==> config.mk <==
export PLATFORM = sky130hd
export DESIGN_NAME = rfaci_top
export DESIGN_NICKNAME = d
export VERILOG_FILES = /design/src/rtl/rfaci_pkg.sv /design/src/rtl/rfaci_top.sv
export SDC_FILE = /design/constraint.sdc
export NUM_CORES = 1
export LEC_CHECK = 0
export BUFFER_PORTS_ARGS = -buffer_cell sky130_fd_sc_hd__buf_2
export CAP_MARGIN = 30
export CORE_UTILIZATION = 45
export CTS_CLUSTER_SIZE = 28
export DETAILED_ROUTE_END_ITERATION = 7
export GPL_TIMING_DRIVEN = 0
export PLACE_DENSITY_LB_ADDON = 0.25
export SLEW_MARGIN = 10
export SYNTH_ARGS = -nofsm -noshare
export SYNTH_HDL_FRONTEND = slang
export SYNTH_SLANG_ARGS = --single-unit
==> constraint.sdc <==
create_clock -name sys_clk_i -period 5.1 [get_ports sys_clk_i]
set_input_delay 0.255 -clock sys_clk_i [delete_from_list [all_inputs] [get_ports sys_clk_i]]
set_output_delay 0.255 -clock sys_clk_i [all_outputs]
set_load 0.02 [all_outputs]
==> src/rtl/rfaci_pkg.sv <==
// Constants and types of the roll feed axis control interface.
// Assumes a 125 MHz clock and a plain register port.
// Contract
// - Follow-up request held: position loop open, no control traversing.
// - Follow-up on stationary axis opens its loop at once.
// - Follow-up on moving axis: brake hard, wait delay, open loop.
// - Speed jog bit in manual jog: fixed speed, encoder ignored.
// - Jog method change takes effect only after keys are pressed again.
// - Sheet bit must be 1 for automatic traversing; else start refused.
// - Sheet bit falling during traversing puts both axes in follow-up.
// - Sheet bit rising ends follow-up; next start uses first block.
// - In set-up modes direction bit moves axis; at 0 no effect.
// - Rapid bit with direction command gives rapid speed, else config.
// - Enable closes loop; in speed jog it permits speed output.
// - Enable drop: zero command or quick stop, both axes follow-up.
// - Lift bit in manual jog ignores encoder and blocks keys.
// - Four mode bits decode to jog, increment, automatic, reference.
// - Ready flag high during cyclic exchange, low if absent or lost.
// - Effective feed length is total plus step size times steps.
// - Override of 100 percent uses programmed acceleration exactly.
package rfaci_pkg;
  // ***************************************************************
  // Timing
  // ***************************************************************
  localparam int CLK_NS = 8;
  localparam int SCAN_NS = 1000;
  localparam int SCAN_CYC = (SCAN_NS + CLK_NS - 1) / CLK_NS;
  localparam logic [7:0] WD_TICKS = 8'h14;
  // ***************************************************************
  // Register offsets
  // ***************************************************************
  localparam logic [4:0] A_CTRL = 5'h00;
  localparam logic [4:0] A_AX1 = 5'h01;
  localparam logic [4:0] A_AX2 = 5'h02;
  localparam logic [4:0] A_STAT = 5'h03;
  localparam logic [4:0] A_IRQ_ST = 5'h04;
  localparam logic [4:0] A_IRQ_MK = 5'h05;
  localparam logic [4:0] A_DLY = 5'h06;
  localparam logic [4:0] A_SPD = 5'h07;
  localparam logic [4:0] A_RAP = 5'h08;
  localparam logic [4:0] A_STEP_SZ = 5'h09;
  localparam logic [4:0] A_STEP_N = 5'h0a;
  localparam logic [4:0] A_FEED = 5'h0b;
  localparam logic [4:0] A_FEED_EFF = 5'h0c;
  localparam logic [4:0] A_ACC = 5'h0d;
  localparam logic [4:0] A_ACC_CORR = 5'h0e;
  localparam logic [4:0] A_OVR = 5'h0f;
  localparam logic [4:0] A_ACC_EFF = 5'h10;
  // ***************************************************************
  // Field positions
  // ***************************************************************
  localparam int C_SHEET = 0;
  localparam int C_JSPD = 1;
  localparam int C_FU = 2;
  localparam int C_START = 3;
  localparam int X_LIFT = 0;
  localparam int X_EN = 2;
  localparam int X_RAP = 5;
  localparam int X_MINUS = 6;
  localparam int X_PLUS = 7;
  localparam int I_FU1 = 0;
  localparam int I_REFUSE = 2;
  localparam int I_RDYLOST = 3;
  // ***************************************************************
  // Reset values
  // ***************************************************************
  localparam logic [7:0] DLY_RST = 8'h0a;
  localparam logic [13:0] SPD_RST = 14'h0200;
  localparam logic [13:0] RAP_RST = 14'h1000;
  localparam logic [7:0] OVR_FULL = 8'h64;
  // ***************************************************************
  // Types
  // ***************************************************************
  typedef enum logic [2:0] {
    MD_NONE = 3'b000,
    MD_JOG = 3'b001,
    MD_INC = 3'b010,
    MD_AUTO = 3'b011,
    MD_REF = 3'b100
  } rfaci_mode_type;
  typedef enum logic [1:0] {
    AX_CLOSED = 2'b00,
    AX_BRAKE = 2'b01,
    AX_OPEN = 2'b10
  } rfaci_ax_type;
endpackage : rfaci_pkg

==> src/rtl/rfaci_top.sv <==
// Roll feed axis control interface for two feed axes.
// Assumes synchronous inputs and a plain register port.
//
// The placing of the registers and the strobed register port are this design's own decisions.
module rfaci_top (
  // Clock and reset
  input wire logic sys_clk_i,
  input wire logic sys_rst_i,
  // Register port
  input wire logic [4:0] addr_i,
  input wire logic [31:0] wdata_i,
  input wire logic wr_i,
  input wire logic rd_i,
  output logic [31:0] rdata_o,
  // Axis feedback
  input wire logic [1:0] moving_i,
  input wire logic [1:0] done_i,
  // Feed module link
  input wire logic present_i,
  input wire logic beat_i,
  // Axis drive
  output logic [1:0] loop_closed_o,
  output logic [1:0] brake_o,
  output logic [1:0] enc_on_o,
  output logic [27:0] speed_cmd_o,
  // Status
  output logic ready_o,
  output logic irq_o
);
  typedef struct packed {
    logic [6:0] div;
    logic tick;
    logic [7:0] ctrl;
    logic [1:0][7:0] axc;
    logic [7:0] sc;
    logic [1:0][7:0] sa;
    rfaci_pkg::rfaci_mode_type mode;
    rfaci_pkg::rfaci_ax_type [1:0] ax;
    logic [1:0][7:0] cnt;
    logic [1:0] follow;
    logic [1:0] run;
    logic [1:0] key_act;
    logic [1:0] meth;
    logic [3:0] blk;
    logic first_blk;
    logic ready;
    logic [7:0] wd;
    logic [3:0] irq_st;
    logic [3:0] irq_mk;
    logic [7:0] dly;
    logic [13:0] spd;
    logic [13:0] rap;
    logic [15:0] step_sz;
    logic [7:0] step_n;
    logic [23:0] feed;
    logic [23:0] feed_eff;
    logic [15:0] acc;
    logic [15:0] acc_corr;
    logic [7:0] ovr;
    logic [15:0] acc_eff;
    logic [31:0] rdata;
    logic [1:0] loop_closed;
    logic [1:0] brake;
    logic [1:0] enc_on;
    logic [1:0][13:0] cmd;
    logic irq;
  } rfaci_state_type;

  rfaci_state_type q;
  rfaci_state_type s;

  // ***************************************************************
  // Mode decode
  // ***************************************************************
  function automatic rfaci_pkg::rfaci_mode_type rfaci_dec(
    input logic [3:0] m
  );
    case (m)
      4'h6: rfaci_dec = rfaci_pkg::MD_JOG;
      4'h7, 4'h5, 4'h4, 4'hc: rfaci_dec = rfaci_pkg::MD_INC;
      4'he, 4'ha: rfaci_dec = rfaci_pkg::MD_AUTO;
      4'hb, 4'h9, 4'h8: rfaci_dec = rfaci_pkg::MD_REF;
      default: rfaci_dec = rfaci_pkg::MD_NONE;
    endcase
  endfunction : rfaci_dec

  // ***************************************************************
  // Next state
  // ***************************************************************
  always_comb begin
    logic [7:0] nc;
    logic [1:0][7:0] na;
    logic rise;
    logic fall;
    logic st_rise;
    logic req;
    logic setup;
    logic ok;
    logic [13:0] v;
    logic [3:0] ev;
    logic [3:0] clr;
    nc = q.ctrl;
    na = q.axc;
    rise = 1'b0;
    fall = 1'b0;
    st_rise = 1'b0;
    req = 1'b0;
    setup = 1'b0;
    ok = 1'b0;
    v = 14'h0000;
    ev = 4'h0;
    clr = 4'h0;
    s = q;
    s.tick = 1'b0;
    s.rdata = 32'h0000_0000;
    // Scan divider
    if (q.div == 7'(rfaci_pkg::SCAN_CYC - 1)) begin
      s.div = 7'h00;
      s.tick = 1'b1;
    end else begin
      s.div = q.div + 7'h01;
    end
    // Register writes
    if (wr_i) begin
      case (addr_i)
        rfaci_pkg::A_CTRL: s.ctrl = wdata_i[7:0];
        rfaci_pkg::A_AX1: s.axc[0] = wdata_i[7:0];
        rfaci_pkg::A_AX2: s.axc[1] = wdata_i[7:0];
        rfaci_pkg::A_IRQ_ST: clr = wdata_i[3:0];
        rfaci_pkg::A_IRQ_MK: s.irq_mk = wdata_i[3:0];
        rfaci_pkg::A_DLY: s.dly = wdata_i[7:0];
        rfaci_pkg::A_SPD: s.spd = wdata_i[13:0];
        rfaci_pkg::A_RAP: s.rap = wdata_i[13:0];
        rfaci_pkg::A_STEP_SZ: s.step_sz = wdata_i[15:0];
        rfaci_pkg::A_STEP_N: s.step_n = wdata_i[7:0];
        rfaci_pkg::A_FEED: s.feed = wdata_i[23:0];
        rfaci_pkg::A_ACC: s.acc = wdata_i[15:0];
        rfaci_pkg::A_ACC_CORR: s.acc_corr = wdata_i[15:0];
        rfaci_pkg::A_OVR: s.ovr = wdata_i[7:0];
        default: ;
      endcase
    end
    // Register reads, answered next cycle
    if (rd_i) begin
      case (addr_i)
        rfaci_pkg::A_CTRL: s.rdata = {24'h00_0000, q.ctrl};
        rfaci_pkg::A_AX1: s.rdata = {24'h00_0000, q.axc[0]};
        rfaci_pkg::A_AX2: s.rdata = {24'h00_0000, q.axc[1]};
        rfaci_pkg::A_STAT: s.rdata = {18'h0_0000, q.blk, q.mode,
          q.ready, q.loop_closed, q.follow, q.run};
        rfaci_pkg::A_IRQ_ST: s.rdata = {28'h000_0000, q.irq_st};
        rfaci_pkg::A_IRQ_MK: s.rdata = {28'h000_0000, q.irq_mk};
        rfaci_pkg::A_DLY: s.rdata = {24'h00_0000, q.dly};
        rfaci_pkg::A_SPD: s.rdata = {18'h0_0000, q.spd};
        rfaci_pkg::A_RAP: s.rdata = {18'h0_0000, q.rap};
        rfaci_pkg::A_STEP_SZ: s.rdata = {16'h0000, q.step_sz};
        rfaci_pkg::A_STEP_N: s.rdata = {24'h00_0000, q.step_n};
        rfaci_pkg::A_FEED: s.rdata = {8'h00, q.feed};
        rfaci_pkg::A_FEED_EFF: s.rdata = {8'h00, q.feed_eff};
        rfaci_pkg::A_ACC: s.rdata = {16'h0000, q.acc};
        rfaci_pkg::A_ACC_CORR: s.rdata = {16'h0000, q.acc_corr};
        rfaci_pkg::A_OVR: s.rdata = {24'h00_0000, q.ovr};
        rfaci_pkg::A_ACC_EFF: s.rdata = {16'h0000, q.acc_eff};
        default: s.rdata = 32'h0000_0000;
      endcase
    end
    // Correction arithmetic
    s.feed_eff = q.feed + 24'($signed({1'b0, q.step_sz}) *
      $signed(q.step_n));
    if (q.ovr == rfaci_pkg::OVR_FULL) begin
      s.acc_eff = q.acc;
    end else begin
      s.acc_eff = q.acc + q.acc_corr;
    end
    // Ready flag from cyclic exchange watchdog
    if (!present_i) begin
      s.ready = 1'b0;
      s.wd = 8'h00;
    end else if (beat_i) begin
      s.ready = 1'b1;
      s.wd = 8'h00;
    end else if (q.tick && q.ready) begin
      if (q.wd == rfaci_pkg::WD_TICKS - 8'h01) begin
        s.ready = 1'b0;
      end else begin
        s.wd = q.wd + 8'h01;
      end
    end
    ev[rfaci_pkg::I_RDYLOST] = q.ready & ~s.ready;
    // Scan processing
    if (q.tick) begin
      s.sc = nc;
      s.sa = na;
      s.mode = rfaci_dec(nc[7:4]);
      rise = nc[rfaci_pkg::C_SHEET] & ~q.sc[rfaci_pkg::C_SHEET];
      fall = ~nc[rfaci_pkg::C_SHEET] & q.sc[rfaci_pkg::C_SHEET];
      st_rise = nc[rfaci_pkg::C_START] & ~q.sc[rfaci_pkg::C_START];
      setup = (s.mode == rfaci_pkg::MD_JOG) ||
        (s.mode == rfaci_pkg::MD_INC) || (s.mode == rfaci_pkg::MD_REF);
      if (fall && ((|q.run) || (|q.key_act))) begin
        s.follow = 2'b11;
      end
      for (int a = 0; a < 2; a++) begin
        if (q.sa[a][rfaci_pkg::X_EN] && !na[a][rfaci_pkg::X_EN]) begin
          s.follow = 2'b11;
        end
      end
      if (rise) begin
        s.follow = 2'b00;
        s.first_blk = 1'b1;
      end
      for (int a = 0; a < 2; a++) begin
        req = nc[rfaci_pkg::C_FU] | s.follow[a];
        if (s.follow[a] && !q.follow[a]) begin
          ev[rfaci_pkg::I_FU1 + a] = 1'b1;
        end
        // Follow-up sequencing
        case (q.ax[a])
          rfaci_pkg::AX_CLOSED: begin
            if (req && moving_i[a]) begin
              s.ax[a] = rfaci_pkg::AX_BRAKE;
              s.cnt[a] = q.dly;
            end else if (req) begin
              s.ax[a] = rfaci_pkg::AX_OPEN;
            end
          end
          rfaci_pkg::AX_BRAKE: begin
            if (q.cnt[a] == 8'h00) begin
              s.ax[a] = rfaci_pkg::AX_OPEN;
            end else begin
              s.cnt[a] = q.cnt[a] - 8'h01;
            end
          end
          rfaci_pkg::AX_OPEN: begin
            if (!req) begin
              s.ax[a] = rfaci_pkg::AX_CLOSED;
            end
          end
          default: s.ax[a] = rfaci_pkg::AX_CLOSED;
        endcase
        // Key traversing and latched jog method
        ok = setup && !(s.mode == rfaci_pkg::MD_JOG &&
          na[a][rfaci_pkg::X_LIFT]);
        if (!(|na[a][7:6])) begin
          s.key_act[a] = 1'b0;
        end else if (!q.key_act[a] && ok) begin
          s.key_act[a] = 1'b1;
          s.meth[a] = nc[rfaci_pkg::C_JSPD] &&
            s.mode == rfaci_pkg::MD_JOG;
        end
        if (!ok || (!s.meth[a] && s.ax[a] != rfaci_pkg::AX_CLOSED)) begin
          s.key_act[a] = 1'b0;
        end
        // Automatic traversing
        if (done_i[a] || req) begin
          s.run[a] = 1'b0;
        end
        if (st_rise && s.mode == rfaci_pkg::MD_AUTO) begin
          if (nc[rfaci_pkg::C_SHEET] && !req &&
              na[a][rfaci_pkg::X_EN]) begin
            s.run[a] = 1'b1;
          end else begin
            ev[rfaci_pkg::I_REFUSE] = 1'b1;
          end
        end
        // Speed command
        v = na[a][rfaci_pkg::X_RAP] ? q.rap : q.spd;
        if (!na[a][rfaci_pkg::X_EN]) begin
          s.cmd[a] = 14'h0000;
        end else if (s.key_act[a] && na[a][rfaci_pkg::X_PLUS]) begin
          s.cmd[a] = v;
        end else if (s.key_act[a] && na[a][rfaci_pkg::X_MINUS]) begin
          s.cmd[a] = 14'h0000 - v;
        end else if (s.run[a]) begin
          s.cmd[a] = q.spd;
        end else begin
          s.cmd[a] = 14'h0000;
        end
        s.brake[a] = s.ax[a] == rfaci_pkg::AX_BRAKE;
        s.loop_closed[a] = s.ax[a] == rfaci_pkg::AX_CLOSED &&
          na[a][rfaci_pkg::X_EN] && !(s.key_act[a] && s.meth[a]);
        s.enc_on[a] = !(s.key_act[a] && s.meth[a]) &&
          !(s.mode == rfaci_pkg::MD_JOG && na[a][rfaci_pkg::X_LIFT]);
      end
      if (st_rise && (|s.run)) begin
        s.blk = q.first_blk ? 4'h0 : q.blk + 4'h1;
        s.first_blk = 1'b0;
      end
    end
    // Sticky events, set wins over clear
    s.irq_st = (q.irq_st & ~clr) | ev;
    s.irq = |(s.irq_st & s.irq_mk);
  end

  always_ff @(posedge sys_clk_i) begin
    if (sys_rst_i) begin
      q <= '0;
      q.dly <= rfaci_pkg::DLY_RST;
      q.spd <= rfaci_pkg::SPD_RST;
      q.rap <= rfaci_pkg::RAP_RST;
      q.ovr <= rfaci_pkg::OVR_FULL;
      q.first_blk <= 1'b1;
      q.enc_on <= 2'b11;
    end else begin
      q <= s;
    end
  end

  assign rdata_o = q.rdata;
  assign loop_closed_o = q.loop_closed;
  assign brake_o = q.brake;
  assign enc_on_o = q.enc_on;
  assign speed_cmd_o = q.cmd;
  assign ready_o = q.ready;
  assign irq_o = q.irq;
endmodule : rfaci_top

==> flow_summary.html <==
<table>
<tr><th>Metric</th><th>Value</th></tr>
<tr><th colspan="2">Cells and area</th></tr>
<tr><td>Net count reported at finish</td><td>about 2900</td></tr>
<tr><td>Filler Cells Inserted</td><td>about 4200</td></tr>
<tr><td>Area added between synthesis and finish</td><td>17.1%</td></tr>
<tr><td>Layout cells sized above 1</td><td>between 10% and 20%</td></tr>
<tr><td>ANT cells</td><td>0</td></tr>
<tr><th colspan="2">Floorplan</th></tr>
<tr><td>Top-level port count</td><td>between 100 and 150</td></tr>
<tr><td>Area of the core region</td><td>44300 µm²</td></tr>
<tr><td>Initial cell density of the core</td><td>between 40% and 50%</td></tr>
<tr><td>X dimension of the die</td><td>about 210 µm</td></tr>
<tr><td>Full die area</td><td>around 46000 µm²</td></tr>
<tr><td>Site row count</td><td>between 70 and 80</td></tr>
<tr><td>Die Span Y</td><td>roughly 210 µm</td></tr>
<tr><th colspan="2">Synth</th></tr>
<tr><td>Share of flip-flops with an asynchronous set or reset after synthesis</td><td>0%</td></tr>
<tr><td>Syn Inst Count</td><td>approximately 2500</td></tr>
<tr><td>Largest area contributor in the netlist</td><td>dfxtp_1</td></tr>
<tr><td>Yosys reg bits</td><td>around 320</td></tr>
<tr><td>Area share of the leading cell type in the synthesized netlist</td><td>between 30% and 40%</td></tr>
<tr><td>Synth cell types</td><td>100</td></tr>
<tr><td>Synth Flop Type</td><td>dfxtp_1</td></tr>
<tr><td>Sequential share of the synthesized area</td><td>31.1%</td></tr>
<tr><td>Biggest area contributors in the synthesized netlist</td><td>dfxtp_1 (31%), fa_1 (11%), nand2_1 (7.5%)</td></tr>
<tr><td>Number of enable flip-flop cells after synthesis</td><td>0</td></tr>
<tr><td>Synth warnings</td><td>0</td></tr>
<tr><td>Mapped Avg Cell Area</td><td>8.19 µm²</td></tr>
<tr><td>Netlist area before placement</td><td>around 20000 µm²</td></tr>
<tr><th colspan="2">Run status</th></tr>
<tr><td>Run status</td><td>finished, final reports clean</td></tr>
<tr><th colspan="2">GRT</th></tr>
<tr><td>Total routing usage reported by global routing</td><td>33.4%</td></tr>
<tr><td>Wire length of the first global-routing pass</td><td>approximately 120 mm</td></tr>
<tr><td>Met2 capacity usage during global routing</td><td>a little over half</td></tr>
<tr><td>Number of antenna violations at the first check in global routing</td><td>1</td></tr>
<tr><td>Gr busiest metal</td><td>met2</td></tr>
<tr><td>Routing usage on met1</td><td>between 40% and 50%</td></tr>
<tr><td>Pin count of the biggest net entering global routing</td><td>14</td></tr>
<tr><td>Vias in the first global route</td><td>~19000</td></tr>
<tr><td>Remaining Overflow, GRT</td><td>0</td></tr>
<tr><td>GR Layer Usage met3</td><td>~5.6%</td></tr>
<tr><th colspan="2">Place</th></tr>
<tr><td>Routability congestion estimate</td><td>0.973</td></tr>
<tr><td>Detail Placement HPWL</td><td>~58 mm</td></tr>
<tr><td># port buffers</td><td>95</td></tr>
<tr><th colspan="2">STA</th></tr>
<tr><td>Summed negative setup slack over all endpoints</td><td>0 ns</td></tr>
<tr><td>Clock period minus final worst setup slack</td><td>about 5.0 ns</td></tr>
<tr><td>Slew Viols, Final</td><td>0</td></tr>
<tr><td>Number of failing setup endpoints in the final timing report</td><td>0</td></tr>
<tr><td>Fmax</td><td>just under 200 MHz</td></tr>
<tr><td>Actual slew at the worst max-slew pin</td><td>~1.1 ns</td></tr>
<tr><td>Final hold violation count</td><td>0</td></tr>
<tr><td>Setup repair after global routing missed its margin</td><td>true</td></tr>
<tr><td>Clk_skew</td><td>~0.039 ns</td></tr>
<tr><td>Fraction of the cycle the final worst path needs</td><td>a little over nine tenths</td></tr>
<tr><td>Normalized max-slew margin</td><td>slightly below 30%</td></tr>
<tr><th colspan="2">Clock network</th></tr>
<tr><td>Clock tree from TritonCTS</td><td>done</td></tr>
<tr><td>Clock tree root buffer cell</td><td>clkbuf_16</td></tr>
<tr><td>H-tree level count</td><td>2</td></tr>
<tr><td>Maximum clock path buffer count</td><td>3</td></tr>
<tr><td>Number of clock buffers inserted by TritonCTS</td><td>39</td></tr>
<tr><td>Clk sinks</td><td>between 300 and 400</td></tr>
<tr><td>Later-pin clock latency in the skew report</td><td>just under 0.6 ns</td></tr>
<tr><td>Clock-pin slew of the registers on the worst-case setup and hold paths</td><td>around 0.060 ns</td></tr>
<tr><th colspan="2">Setup path</th></tr>
<tr><td>Capture point of the worst reg-to-reg path</td><td>q[145]</td></tr>
<tr><td>Setup slack of the most critical reg-to-reg path</td><td>0.06 ns</td></tr>
<tr><td>Critical R2R Launch</td><td>q[171]</td></tr>
<tr><td>Crit path DAT</td><td>between 5 and 6 ns</td></tr>
<tr><td>Crit path max fanout</td><td>5</td></tr>
<tr><td>R2R cell count</td><td>17</td></tr>
<tr><td>Worst Setup Path Type</td><td>register to register</td></tr>
<tr><td>CP endpoint kind</td><td>register</td></tr>
<tr><td>Critical path startpoint category</td><td>register</td></tr>
<tr><td>Required @ worst endpoint</td><td>between 5 and 6 ns</td></tr>
<tr><th colspan="2">Drt</th></tr>
<tr><td>Routed vias/inst</td><td>between 6 and 7</td></tr>
<tr><td>Wirelength per Cell</td><td>23.8 µm</td></tr>
<tr><td>Routed Wire Length</td><td>approximately 78 mm</td></tr>
<tr><td>DRC violation count after routing</td><td>0</td></tr>
<tr><td>First-pass iteration count of the detailed router</td><td>8</td></tr>
<tr><td>Initial DRC count</td><td>2401</td></tr>
<tr><td>Number of nets still failing antenna checks after routing</td><td>0</td></tr>
<tr><td>Total number of vias</td><td>between 15000 and 20000</td></tr>
<tr><th colspan="2">Power</th></tr>
<tr><td>Leakage power summed over all cells</td><td>between 9 and 10 nW</td></tr>
<tr><td>Maximum VDD drop</td><td>roughly 0.00020 V</td></tr>
<tr><td>Final Power</td><td>5.57 mW</td></tr>
<tr><td>Cell Pwr Density</td><td>between 200 and 250 nW/µm²</td></tr>
<tr><th colspan="2">Worst hold path</th></tr>
<tr><td>Cell depth of the worst hold path</td><td>3</td></tr>
<tr><td>Hold EP</td><td>q[206]</td></tr>
<tr><td>Hold/Removal Path Class</td><td>input pin to register</td></tr>
<tr><td>HP Start</td><td>wdata_i[11]</td></tr>
<tr><th colspan="2">Job</th></tr>
<tr><td># Max-Cap Violations</td><td>0</td></tr>
</table>
kinds of logic after synthesis:
family / share of synthesized area (%)
AO/OA/AOI/OAI: 19.5
XOR/XNOR: 1.38
adder cells (fa/ha/maj): 15.8
buffers and inverters: 8.10
flip-flops: 31.1
multiplexers: 2.62
other: 0.0185
AND/OR/NAND/NOR: 21.5
layer usage:
layer | vias up | routed length (µm)
li1 | 8907 | -
met1 | 9632 | 30800
met2 | 1075 | 35000
met3 | 260 | 7080
met4 | 2 | 5000
met5 | - | 33
report_power, final:
group | switching, mW | internal, mW | total (mW)
sequential | 0.0225 | 2.47 | 2.49
clock | 1.15 | 1.61 | 2.77
combinational | 0.228 | 0.0829 | 0.311
metrics by stage:
step | cell area (µm²) | std cells | utilization (%) | hold slack, ns | worst slack (ns)
2_1_floorplan | 20300 | 2486 | - | 0.379 | 0.0150
3_3_place_gp | 21600 | 3173 | 48.6 | 0.442 | -0.977
3_5_place_dp | 21600 | 3179 | 48.8 | 0.446 | -1.03
4_1_cts | 23400 | 3265 | 52.8 | 0.0116 | 0.00191
5_1_grt | 23800 | 3282 | 53.7 | 0.0454 | -0.0863
6_report | 23800 | 3282 | 53.7 | 0.0411 | 0.0625
layout make-up:
type	count	area, µm²	area share, %
multi-input combinational	1811	12700	53.5
sequential	315	6360	26.8
buffer	214	1220	5.12
clock buffer	51	1090	4.59
timing repair buffer	152	992	4.17
tap	592	741	3.12
inverter	129	484	2.04
clock inverter	18	164	0.689
cells in the mapped netlist, types with 9 or more instances:
cell and instances:
nand2_1 408, dfxtp_1 315, a21oi_1 234, nor2_1 149
clkbuf_1 138, inv_1 128, fa_1 108, nand3_1 97
ha_1 84, and2_1 83, buf_4 70, a22oi_1 60
o21ai_0 51, mux2i_1 43, nor3_1 40, nor2b_1 32
a31oi_1 29, a211oi_1 25, a22o_1 22, nand2b_1 20
o211ai_1 20, xnor2_1 20, a221oi_1 19, and3_1 18
a21o_1 14, buf_1 14, nor3b_1 14, a222oi_1 12
xor2_1 12, o21ai_1 11, or3_1 10, a32oi_1 9
nand4_1 9, o221ai_1 9
registers in the layout, indices dropped and copies added, names as in the netlist, named ones only:
signal,flops
enc_on_o,2
rdata_o,24
loop_closed_o,2
speed_cmd_o,28
brake_o,2
irq_o,1
ready_o,1
q,252
critical path, stage by stage, from the launching register on:
cell       delay, ns
dfxtp_2         0.34
buf_8           0.13
buf_6           0.10
buf_8           0.11
nand2_1         0.07
fa_1            0.52
inv_1           0.05
fa_1            0.46
fa_1            0.57
fa_1            0.42
ha_1            0.31
ha_1            0.22
or3_4           0.42
a2111oi_4       0.48
nor4_4          0.09
o41ai_4         0.36
nand4_1         0.14
o311ai_1        0.10
placed cells by master (no fill, tap or decap), types with 12 or more instances in the layout:
| cell type | count |
|---|---|
| clkbuf_8 | 13 |
| nor2b_1 | 31 |
| inv_1 | 124 |
| ha_1 | 68 |
| o211ai_1 | 20 |
| a22o_1 | 22 |
| a31oi_1 | 29 |
| buf_2 | 104 |
| buf_4 | 99 |
| and3_1 | 18 |
| a211oi_1 | 23 |
| fa_1 | 106 |
| nand2b_1 | 20 |
| a22oi_1 | 60 |
| a21oi_1 | 230 |
| nor2_1 | 147 |
| ha_4 | 13 |
| nor3_1 | 39 |
| clkbuf_1 | 120 |
| xor2_1 | 12 |
| dfxtp_1 | 290 |
| o21ai_1 | 13 |
| clkbuf_16 | 41 |
| a221oi_1 | 19 |
| o21ai_0 | 47 |
| a222oi_1 | 12 |
| dfxtp_2 | 15 |
| a21o_1 | 14 |
| and2_1 | 83 |
| xnor2_1 | 19 |
| dlygate4sd3_1 | 17 |
| nand2_1 | 404 |
| nand3_1 | 97 |
| mux2i_1 | 43 |
| nor3b_1 | 14 |
worst max-delay path by stage:
stage,end,from,slack (ns),cells after the start
after floorplan,q[144],q[171],0.01,19
after CTS,q[145],q[171],0.002,18
after detailed placement,q[144],q[178],-1.03,16
after global placement,q[144],q[178],-0.98,16
after global routing,q[145],q[171],-0.09,18
final,q[145],q[171],0.06,17
what timing repair did:
item | CTS | global route
endpoints found under the hold margin | 24 | 0
gates resized for setup | 80 | 53
setup endpoints to repair | 14 | 9
pin swaps | 10 | 27
cloned | 0 | 1
hold buffers | 17 | 0
buffers inserted | 16 | 15
Note: power is estimated with default switching activity, not from simulation.
